### config.mk
export PLATFORM = sky130hd
export DESIGN_NAME = saf_filter
export DESIGN_NICKNAME = d
export VERILOG_FILES = /design/src/logic/saf_pkg.sv /design/src/logic/saf_filter.sv
export SDC_FILE = /design/constraint.sdc
export NUM_CORES = 2
export LEC_CHECK = 0
export BUFFER_PORTS_ARGS = -buffer_cell sky130_fd_sc_hd__buf_2
export CAP_MARGIN = 20
export CORE_UTILIZATION = 50
export DETAILED_ROUTE_END_ITERATION = 6
export HOLD_SLACK_MARGIN = 0.15
export PLACE_DENSITY = 0.68
export SETUP_SLACK_MARGIN = 0.4
export SYNTH_ARGS = -nofsm -noshare
export SYNTH_HDL_FRONTEND = slang
export SYNTH_SLANG_ARGS = --single-unit
### constraint.sdc
create_clock -name CLK -period 4.8 [get_ports CLK]
set_input_delay 0.72 -clock CLK [delete_from_list [all_inputs] [get_ports CLK]]
set_output_delay 0.72 -clock CLK [all_outputs]
set_load 0.05 [all_outputs]
### src/logic/saf_pkg.sv
// shared constants for the security attribution filter
`default_nettype none
package saf_pkg;
    // ------
    // attribute encodings and sizes
    // ------
    localparam int SAF_REGIONS = 8;
    localparam logic [1:0] SAF_ATTR_S = 2'h0;
    localparam logic [1:0] SAF_ATTR_NS = 2'h1;
    localparam logic [1:0] SAF_ATTR_NSC = 2'h2;

    // ------
    // register byte offsets
    // ------
    localparam logic [7:0] SAF_OFS_CTRL = 8'h00;
    localparam logic [7:0] SAF_OFS_STATUS = 8'h04;
    localparam logic [7:0] SAF_OFS_PERIPH_ATTR = 8'h08;
    localparam logic [7:0] SAF_OFS_FINE_ATTR = 8'h0C;
    localparam logic [7:0] SAF_OFS_DMA_CH_ATTR = 8'h10;
    localparam logic [7:0] SAF_OFS_BMPU_ATTR = 8'h14;
    localparam logic [7:0] SAF_OFS_BMPU_DENY = 8'h18;
    localparam logic [7:0] SAF_OFS_REGION_ATTR = 8'h1C;

    // ------
    // field positions
    // ------
    localparam int SAF_CTRL_PE_NS_ALLOW = 0;
    localparam int SAF_CTRL_FAULT_NMI = 1;
    localparam int SAF_CTRL_DMA_START_NS = 2;
    localparam int SAF_ST_PE_ERR = 0;
    localparam int SAF_ST_DMA_MF_ERR = 1;
    localparam int SAF_ST_DTE_MF_ERR = 2;
    localparam int SAF_ST_SEC_FAULT = 3;
    localparam int SAF_ST_PERIPH_ERR = 4;
    localparam int SAF_ST_ETH_ERR = 5;
    localparam int SAF_ST_CUR_NS = 8;
    localparam int SAF_ST_LC_SSD = 9;
    localparam int SAF_BMPU_DMA = 0;
    localparam int SAF_BMPU_DTE = 1;
    localparam int SAF_BMPU_ETH = 2;

    // ------
    // reset values
    // ------
    localparam logic [2:0] SAF_CTRL_RST = 3'h0;
    localparam logic [31:0] SAF_PERIPH_ATTR_RST = 32'h0000_0000;
    localparam logic [31:0] SAF_FINE_ATTR_RST = 32'h0000_0000;
    localparam logic [3:0] SAF_BMPU_RST = 4'h0;
    localparam logic [31:0] SAF_RBASE_RST = 32'hFFFF_FFFF;
    localparam logic [31:0] SAF_RLIMIT_RST = 32'h0000_0000;
endpackage
`default_nettype wire

### src/logic/saf_filter.sv
// security attribution filter for processor, dma, transfer engine and ethernet masters
// Functional notes
// - secure reaches all; non-secure reaches non-secure only
// - security state ignores thread/handler mode
// - secure at reset; no extension means non-secure
// - eight regions classify flash and sram
// - regions programmable only in secure development state
// - non-secure flash read of secure faults
// - program/erase entry secure-only or both
// - program/erase entry defaults secure-only
// - refused program/erase entry sets error flag
// - block protection for both security kinds
// - non-secure sram access to secure blocked, faults
// - same attribution for cpu, dma, engine
// - dma master filter blocks non-secure channel violations
// - master filter error raises dma error interrupt
// - each dma channel has own attribute
// - dma start permission set by secure only
// - ethernet dma always non-secure
// - bus master protection attributes secure-written
// - one attribute per peripheral, secure written
// - peripheral channels hold separate attributes
// - fine-grained peripherals attribute per register
// - listed external interfaces permanently non-secure
// - non-secure access to secure peripheral errors
//
// Our own choices: the register offsets and the strobed register port.
`timescale 1ns/1ps
`default_nettype none
module saf_filter
    import saf_pkg::*;
#(
    parameter bit SEC_EXT = 1'b1,
    parameter int DMA_CHANNELS = 8,
    parameter logic [31:0] CFLASH_BASE = 32'h0000_0000,
    parameter logic [31:0] CFLASH_LIMIT = 32'h000F_FFFF,
    parameter logic [31:0] DFLASH_BASE = 32'h0800_0000,
    parameter logic [31:0] DFLASH_LIMIT = 32'h0800_1FFF,
    parameter logic [31:0] SRAM_BASE = 32'h2000_0000,
    parameter logic [31:0] SRAM_LIMIT = 32'h2003_FFFF,
    parameter logic [14:0] PERIPH_PAGE = 15'h2000,
    parameter logic [31:0] ALWAYS_NS_MASK = 32'hF000_0000,
    parameter logic [4:0] FINE_SLOT = 5'h01
)
(
    input wire logic CLK,
    input wire logic RST,
    input wire logic [7:0] REG_ADDR,
    input wire logic [31:0] REG_WDATA,
    input wire logic REG_WR,
    input wire logic REG_RD,
    input wire logic REG_NS,
    output logic [31:0] REG_RDATA,
    input wire logic LC_SSD,
    input wire logic PROG_WE,
    input wire logic [$clog2(SAF_REGIONS)-1:0] PROG_IDX,
    input wire logic [31:0] PROG_BASE,
    input wire logic [31:0] PROG_LIMIT,
    input wire logic [1:0] PROG_ATTR,
    input wire logic CPU_STATE_UPD,
    input wire logic CPU_STATE_NS,
    input wire logic CPU_REQ,
    input wire logic [31:0] CPU_ADDR,
    input wire logic CPU_WRITE,
    output logic CPU_GO,
    output logic CPU_ERR,
    input wire logic DMA_REQ,
    input wire logic [$clog2(DMA_CHANNELS)-1:0] DMA_CH,
    input wire logic [31:0] DMA_ADDR,
    input wire logic DMA_WRITE,
    output logic DMA_GO,
    output logic DMA_BUS_NS,
    input wire logic DTE_REQ,
    input wire logic DTE_NS,
    input wire logic [31:0] DTE_ADDR,
    input wire logic DTE_WRITE,
    output logic DTE_GO,
    input wire logic ETH_REQ,
    input wire logic [31:0] ETH_ADDR,
    input wire logic ETH_WRITE,
    output logic ETH_GO,
    input wire logic PE_ENTRY_REQ,
    input wire logic PE_ENTRY_NS,
    output logic PE_ENTRY_GO,
    output logic PE_ERROR_FLAG,
    input wire logic DMA_START_REQ,
    input wire logic DMA_START_NS,
    output logic DMA_START_GO,
    output logic SECURE_FAULT_RESET,
    output logic SECURE_FAULT_NMI,
    output logic PERIPH_ACCESS_ERR,
    output logic DMA_TRANSFER_ERROR_IRQ
);
    // ------
    // state
    // ------
    typedef struct packed {
        logic [2:0] ctrl;
        logic [5:0] stat;
        logic [31:0] psar;
        logic [31:0] fine;
        logic [DMA_CHANNELS-1:0] dmach;
        logic [3:0] bmpu_attr;
        logic [3:0] bmpu_deny;
        logic [SAF_REGIONS-1:0][31:0] rbase;
        logic [SAF_REGIONS-1:0][31:0] rlimit;
        logic [SAF_REGIONS-1:0][1:0] rattr;
        logic cur_ns;
        logic [31:0] rdata;
        logic fault_rst;
        logic fault_nmi;
        logic perr_pulse;
        logic dma_irq;
    } saf_state_type;

    saf_state_type state_reg;
    saf_state_type state_next;

    logic [1:0] cpu_v;
    logic [1:0] dma_v;
    logic [1:0] dte_v;
    logic [1:0] eth_v;
    logic dma_ns;
    logic dte_ns;
    logic pe_ns;
    logic sec_fault;
    logic pe_err;
    logic dma_mf;
    logic dte_mf;
    logic perr;
    logic eth_err;
    logic reg_sec;
    logic [5:0] st_clr;
    logic [5:0] st_set;
    logic [3:0] deny_mask;
    logic [31:0] rd_val;
    logic [2*SAF_REGIONS-1:0] rattr_flat;

    // ------
    // access check, shared by every master
    // ------
    // returns {peripheral violation, memory violation}; pure address
    // compare so the verdict is ready in the request cycle
    function automatic logic [1:0] saf_check(input logic [31:0] a, input logic wr, input logic ns);
        logic [1:0] attr;
        logic hit;
        logic flash;
        logic sram;
        logic per;
        logic psec;
        logic [4:0] slot;
        attr = SAF_ATTR_S;
        hit = 1'b0;
        slot = a[16:12];
        for (int i = 0; i < SAF_REGIONS; i++)
        begin
            if (!hit && a >= state_reg.rbase[i] && a <= state_reg.rlimit[i])
            begin
                hit = 1'b1;
                attr = state_reg.rattr[i];
            end
        end
        flash = (a >= CFLASH_BASE && a <= CFLASH_LIMIT) || (a >= DFLASH_BASE && a <= DFLASH_LIMIT);
        sram = a >= SRAM_BASE && a <= SRAM_LIMIT;
        per = a[31:17] == PERIPH_PAGE;
        // one attribute per slot; channels use their own slots
        psec = !state_reg.psar[slot];
        // fine-grained slot uses one attribute bit per register word
        if (slot == FINE_SLOT)
        begin
            psec = !state_reg.fine[a[6:2]];
        end
        // hard non-secure slots have no secure setting
        if (ALWAYS_NS_MASK[slot])
        begin
            psec = 1'b0;
        end
        // flash read of secure region; callable region stays readable
        // sram secure or callable region refuses any non-secure access
        saf_check[0] = ns
                       && ((flash
                       && (attr == SAF_ATTR_S || (wr && attr == SAF_ATTR_NSC)))
                       || (sram && attr != SAF_ATTR_NS));
        saf_check[1] = ns && per && psec;
        // without the extension nothing is secure
        if (!SEC_EXT)
        begin
            saf_check = 2'b00;
        end
    endfunction

    // ------
    // per-master verdicts
    // ------
    // channel attribute taken from its own bit
    assign dma_ns = state_reg.dmach[DMA_CH] | ~SEC_EXT;
    assign dte_ns = DTE_NS | ~SEC_EXT;
    // a process, not assigns: the check reads the region table and the
    // attribute registers, and a write there must re-evaluate every verdict
    // even while the request address holds still
    always_comb
    begin
        // one check function for cpu, dma and transfer engine
        // only the security state enters, never the execution mode
        cpu_v = saf_check(CPU_ADDR, CPU_WRITE, state_reg.cur_ns);
        dma_v = saf_check(DMA_ADDR, DMA_WRITE, dma_ns);
        dte_v = saf_check(DTE_ADDR, DTE_WRITE, dte_ns);
        // ethernet dma is checked as non-secure always
        eth_v = saf_check(ETH_ADDR, ETH_WRITE, 1'b1);
    end

    // grants are combinational so a blocked access never reaches memory
    assign CPU_GO = CPU_REQ & ~|cpu_v;
    assign CPU_ERR = CPU_REQ & cpu_v[1];
    // violating dma and engine accesses are never granted
    assign DMA_GO = DMA_REQ & ~|dma_v & ~state_reg.bmpu_deny[SAF_BMPU_DMA];
    assign DMA_BUS_NS = dma_ns;
    assign DTE_GO = DTE_REQ & ~|dte_v & ~state_reg.bmpu_deny[SAF_BMPU_DTE];
    assign ETH_GO = ETH_REQ & ~|eth_v & ~state_reg.bmpu_deny[SAF_BMPU_ETH];

    // program/erase entry and dma start permission
    assign pe_ns = PE_ENTRY_NS | ~SEC_EXT;
    // non-secure entry only when allowed by control
    assign PE_ENTRY_GO = PE_ENTRY_REQ & (~pe_ns | state_reg.ctrl[SAF_CTRL_PE_NS_ALLOW] | ~SEC_EXT);
    assign DMA_START_GO = DMA_START_REQ & (~DMA_START_NS | state_reg.ctrl[SAF_CTRL_DMA_START_NS] | ~SEC_EXT);

    // ------
    // events
    // ------
    // refused entry gives a flag, not a fault
    assign pe_err = PE_ENTRY_REQ & ~PE_ENTRY_GO;
    assign sec_fault = CPU_REQ & cpu_v[0];
    // master filter errors of both dma masters
    assign dma_mf = DMA_REQ & dma_v[0];
    assign dte_mf = DTE_REQ & dte_v[0];
    assign eth_err = ETH_REQ & |eth_v;
    assign perr = (CPU_REQ & cpu_v[1]) | (DMA_REQ & dma_v[1]) | (DTE_REQ & dte_v[1]);
    assign st_set = {eth_err, perr, sec_fault, dte_mf, dma_mf, pe_err};
    assign st_clr = (REG_WR && REG_ADDR == SAF_OFS_STATUS) ? REG_WDATA[5:0] : 6'h00;
    // without the extension every writer counts as secure-capable
    assign reg_sec = ~REG_NS | ~SEC_EXT;
    // non-secure may touch only deny bits whose attribute allows it
    assign deny_mask = reg_sec ? 4'hF : state_reg.bmpu_attr;

    // ------
    // read mux
    // ------
    // secure-only registers read as zero to non-secure software
    always_comb
    begin
        rattr_flat = state_reg.rattr;
        rd_val = 32'h0000_0000;
        unique case (REG_ADDR)
            SAF_OFS_CTRL: rd_val = reg_sec ? 32'(state_reg.ctrl) : 32'h0000_0000;
            SAF_OFS_STATUS:
            begin
                rd_val[5:0] = state_reg.stat;
                rd_val[SAF_ST_CUR_NS] = state_reg.cur_ns;
                rd_val[SAF_ST_LC_SSD] = LC_SSD;
            end
            SAF_OFS_PERIPH_ATTR: rd_val = reg_sec ? (state_reg.psar | ALWAYS_NS_MASK) : 32'h0000_0000;
            SAF_OFS_FINE_ATTR: rd_val = reg_sec ? state_reg.fine : 32'h0000_0000;
            SAF_OFS_DMA_CH_ATTR: rd_val = reg_sec ? 32'(state_reg.dmach) : 32'h0000_0000;
            SAF_OFS_BMPU_ATTR: rd_val = reg_sec ? 32'(state_reg.bmpu_attr) : 32'h0000_0000;
            SAF_OFS_BMPU_DENY: rd_val = 32'(state_reg.bmpu_deny);
            SAF_OFS_REGION_ATTR: rd_val = 32'(rattr_flat);
            default: rd_val = 32'h0000_0000;
        endcase
    end

    // ------
    // next state
    // ------
    always_comb
    begin
        state_next = state_reg;
        state_next.fault_rst = 1'b0;
        state_next.fault_nmi = 1'b0;
        // fault goes out as reset or nmi as control selects
        if (sec_fault)
        begin
            if (state_reg.ctrl[SAF_CTRL_FAULT_NMI])
            begin
                state_next.fault_nmi = 1'b1;
            end
            else
            begin
                state_next.fault_rst = 1'b1;
            end
        end
        // access error pulse for refused peripheral access
        state_next.perr_pulse = perr;
        // either master filter error raises the interrupt
        state_next.dma_irq = dma_mf | dte_mf;
        // sticky status; a new event beats a same-cycle clear
        state_next.stat = (state_reg.stat & ~st_clr) | st_set;
        // core reports state changes; no extension pins non-secure
        if (CPU_STATE_UPD)
        begin
            state_next.cur_ns = CPU_STATE_NS | ~SEC_EXT;
        end
        if (REG_WR && reg_sec)
        begin
            unique case (REG_ADDR)
                SAF_OFS_CTRL: state_next.ctrl = REG_WDATA[2:0];
                SAF_OFS_PERIPH_ATTR: state_next.psar = REG_WDATA;
                SAF_OFS_FINE_ATTR: state_next.fine = REG_WDATA;
                SAF_OFS_DMA_CH_ATTR: state_next.dmach = REG_WDATA[DMA_CHANNELS-1:0];
                // attributes of the bus master protection unit
                SAF_OFS_BMPU_ATTR: state_next.bmpu_attr = REG_WDATA[3:0];
                default:
                begin
                end
            endcase
        end
        if (REG_WR && REG_ADDR == SAF_OFS_BMPU_DENY)
        begin
            state_next.bmpu_deny = (state_reg.bmpu_deny & ~deny_mask) | (REG_WDATA[3:0] & deny_mask);
        end
        // region table loads only from the programming path in development state
        // protection applies to any region, secure or not
        // limitation: erase and write locks live in the flash sequencer;
        // this table only decides who may reach each block at all
        if (PROG_WE && LC_SSD)
        begin
            state_next.rbase[PROG_IDX] = PROG_BASE;
            state_next.rlimit[PROG_IDX] = PROG_LIMIT;
            state_next.rattr[PROG_IDX] = PROG_ATTR;
        end
        // read data stands only in the cycle after the strobe
        state_next.rdata = REG_RD ? rd_val : 32'h0000_0000;
    end

    // ------
    // registers
    // ------
    always_ff @(posedge CLK)
    begin
        if (RST)
        begin
            state_reg <= '0;
            state_reg.ctrl <= SAF_CTRL_RST;
            state_reg.psar <= SAF_PERIPH_ATTR_RST;
            state_reg.fine <= SAF_FINE_ATTR_RST;
            state_reg.bmpu_attr <= SAF_BMPU_RST;
            state_reg.bmpu_deny <= SAF_BMPU_RST;
            state_reg.rbase <= {SAF_REGIONS{SAF_RBASE_RST}};
            state_reg.rlimit <= {SAF_REGIONS{SAF_RLIMIT_RST}};
            state_reg.rattr <= {SAF_REGIONS{SAF_ATTR_S}};
            // come out of reset secure when the extension exists
            state_reg.cur_ns <= !SEC_EXT;
        end
        else
        begin
            state_reg <= state_next;
        end
    end

    // registered outputs
    assign REG_RDATA = state_reg.rdata;
    assign PE_ERROR_FLAG = state_reg.stat[SAF_ST_PE_ERR];
    assign SECURE_FAULT_RESET = state_reg.fault_rst;
    assign SECURE_FAULT_NMI = state_reg.fault_nmi;
    assign PERIPH_ACCESS_ERR = state_reg.perr_pulse;
    assign DMA_TRANSFER_ERROR_IRQ = state_reg.dma_irq;
endmodule
`default_nettype wire

==> metrics list <==
* Routed Antenna Nets: 0
* Number of failing setup endpoints in the final timing report: 4
- The die covers 146000 um2.
- The count of final hold-check violations came to 0.
- Final Total Pwr: 17.7 mW
- Longest individual stage delay on the worst path: 0.62 ns
* Final critical delay including setup and external delays: 5.79 ns
* Cell count after synthesis: 8798
* Netlist cell types: 106
- Synth Area per Inst: 8.20 um2
- Async SR Flop Fraction: 0%
* Largest net degree at the start of global routing: 142
- Power spread over the standard cell area amounts to 186 nW/um2.
- GRT busiest layer: met2
* Site row count: 139
* Setup slack of the worst register-to-register path: 0.24 ns
- Worst hold slack after final layout: 0.239 ns
* Worst setup path start: ETH_ADDR[9]
- Deepest level of the CTS H-tree: 3
* Launch point of the worst reg-to-reg path: state_reg[476]
- The die is 382 um tall.
* Combined global-route utilization of all metal layers: 49.1%
* Critical-path top delay cell: nor4_2
- For this run, global-route usage on met2 was measured as 73.4%.
* Final Cycle Share: 121%
- The post-route netlist has 25.4% of its cells at a drive strength greater than 1.
* Most prevalent standard cell on the critical path: buf_4
* Total clock sinks: 650
* CP Data Required Time: 4.08 ns
* DR DRC count: 3
- Fraction of met3 tracks used by global routing: 10.7%
- Number of antenna violations at the first check in global routing: 34
- Largest driver fanout on the critical path: 6
* Ordered cell list for the critical path: buf_2 > buf_12 > buf_4 > ha_1 > nand4_1 > nor4_2 > buf_4 > a31oi_1 > a22oi_2 > buf_4 > o2bb2ai_1 > nand4b_1 > a21o_1 > a221oi_2 > buf_4 > a211o_1 > a21oi_4 > buf_6 > nor3_4 > buf_6
- Clock tree synthesis selected as its root buffer the cell clkbuf_16.
* Vias in the first global route: 79600
- The die is 382 um wide.
* Worst flop-to-flop path endpoint: state_reg[650]
* Placed wire-length estimate after detailed placement: 301 mm
- Ranked by total cell area, the synthesized netlist is headed by ha_1, dfxtp_1, nand2_1.
- Insertion delay of the later-clocked pin in the worst-skew pair: 0.73 ns
- Vias/cell: 6.50
* Remaining global-route overflow: 0
- Hold WC Path Type: in2reg
* Arrival time worst endpoint: 5.07 ns
- In this run, the number of DRC markers left after iteration 0 of detailed routing was 9009.
- The synthesized netlist occupies a cell area of 72200 um2.
* Number of synthesis warnings: 0
- Outcome: finished with violations
* Top_reg_cell synth: dfxtp_1
* Minimum setup slack in the final design: -0.992 ns
- Max Transition Viols Final: 0
- Setup repair after global routing could not meet its margin everywhere.
- The congestion estimate from routability-driven global placement came to 1.08.
* Clock tree from TritonCTS: yes
- The register with the most flip-flops in the layout has 593 of them.
* Slew at the pin with the worst max-slew slack: 1.25 ns
* CTS Buf Count: 84
- IR analysis of the VDD net gives a maximum drop of 0.341 mV.
- Overall via count from detail_route: 82500
- For this run, the register share of the synthesized area comes to 18.0%.
- Register bit total from synthesis: 650
* Area Overhead vs Synth: 31.5%
- Critical path launch point type: input pin
* Destination of the critical timing path: ETH_GO
* Met1 Track Usage GR: 59.0%
- Summed over all layers, the routed wires come to 372 mm.
- Clock Path Buffers: 3
* Library cell with the largest summed area after synthesis: ha_1
- Number of maximum-capacitance constraint violations: 0
* Total nets after synthesis: 11100
* Endpoint kind of the worst setup timing path: primary output
- The synthesized design contains 0 enable-type register cells.
- For the worst flop-to-flop path, the logic depth is 18.
- Clock-pin transition on the worst setup and hold timing paths: 0.06 ns
- The checks that failed: design-rule violations, negative setup slack.
- Setup skew after layout: 0.0201 ns
- Final nets: 13000
* Fmax achieved: 173 MHz
* Leak pwr: 44.7 nW
* WS Path Type: in2out
* Buffers added on ports: 306
- First-pass GRT wire length: 524 mm
- Worst slew margin relative to its limit: 16.9%
- For this design the top-level I/O count stands at 307.
- The first detailed-routing pass took 7 iterations.
- Initial core utilization: 50.3%
- Post-synth top area share: 35.5%
* WL/cell: 29.3 um
- Area of the core: 143000 um2
[cells in the final DEF (no fill, tap or decap), types with 45 or more instances in the layout]
cell	n
nand4_1	306
o211ai_1	324
nor2_1	289
o21a_1	55
nor2b_1	45
inv_2	50
nand3_1	191
inv_1	514
buf_2	289
and4_1	46
buf_4	1686
ha_4	53
a211oi_1	106
nor3_1	94
buf_12	116
o21ai_0	312
dfxtp_1	606
nor4_1	53
a21o_1	198
clkbuf_16	88
ha_1	1993
nand2_1	1362
mux4_2	70
a21oi_1	948
[cell usage after synthesis (all sizes together) (55+ instances only)]
library cell	count
o21ai	354
clkbuf	218
dfxtp	650
a21o	199
mux4	70
nor4	62
inv	578
buf	109
nor3	111
o211ai	324
nand3	197
nor2	297
nand2	1363
o21a	55
ha	2048
a211oi	125
nand4	307
a21oi	970
[where the power goes]
group,switching [mW],internal (mW)
Clock,2.95,4.09
Sequential,0.0390,5.47
Combinational,3.05,2.07
Total,6.05,11.6
[cell families (layout without fill, tap and decap cells)]
group / Yosys count / in the layout / share of synthesized area, %
multiplexers: 107 / 107 / 2.72
flip-flops: 650 / 650 / 18.0
buffers and inverters: 905 / 2864 / 5.20
AND/OR/NAND/NOR: 2634 / 2634 / 17.0
AO/OA/AOI/OAI: 2454 / 2454 / 21.6
other: 0 / 22 / 0
adder cells (fa/ha/maj): 2048 / 2048 / 35.5
[how the worst min path moves through the flow]
stage / slack [ns] / cells after the start / to / from
after floorplan: 0.43 / 1 / SECURE_FAULT_RESET / state_reg[652]
after global placement: 0.44 / 2 / state_reg[648] / state_reg[648]
after detailed placement: 0.45 / 2 / state_reg[263] / state_reg[263]
after CTS: 0.21 / 3 / state_reg[36] / CPU_STATE_NS
after global routing: 0.24 / 3 / state_reg[36] / CPU_STATE_NS
final: 0.24 / 3 / state_reg[36] / CPU_STATE_NS
[per-layer routing]
layer	part of all wire (%)	wire length, um
met5	0.013	50
met4	11	39100
met3	11	40100
met2	41	154000
met1	37	138000
[stage by stage]
stage	cell area, um2	cells	setup WS, ns	utilization [%]	setup TNS (ns)
CTS	93900	12600	-0.902	65.5	-2.96
global route	94800	12700	-1.02	66.1	-3.52
floorplan	72300	8798	0.00310	-	0
detailed placement	89500	12500	-2.06	62.4	-8.39
global placement	89500	12500	-2.18	62.4	-9.73
finish	94900	12700	-0.992	66.1	-3.31
[layout make-up]
class / instances / area (um2)
Antenna cell: 22 / 55.1
Timing Repair Buffer: 2131 / 16900
Tap cell: 1903 / 2380
Multi-Input combinational cell: 7243 / 57300
Fill cell: 12200 / 48600
Sequential cell: 650 / 13100
Clock buffer: 120 / 2440
Clock inverter: 35 / 492
Inverter: 578 / 2210
[critical path, delay by kind of cell]
kind | cells | cell delay [ns]
fa+ha+maj | 1 | 0.34
buf+inv | 8 | 1.51
compound gates | 7 | 1.42
simple gates | 4 | 1.05
[timing repair]
item / CTS / global route
pin swaps: 96 / 79
buffers inserted: 31 / 9
hold buffers: 0 / 0
resized for setup: 295 / 162
gates cloned: 0 / 0
endpoints found under the hold margin: 0 / 0
endpoints found under the setup margin: 11 / 8
Note: power is estimated with default switching activity, not from simulation.
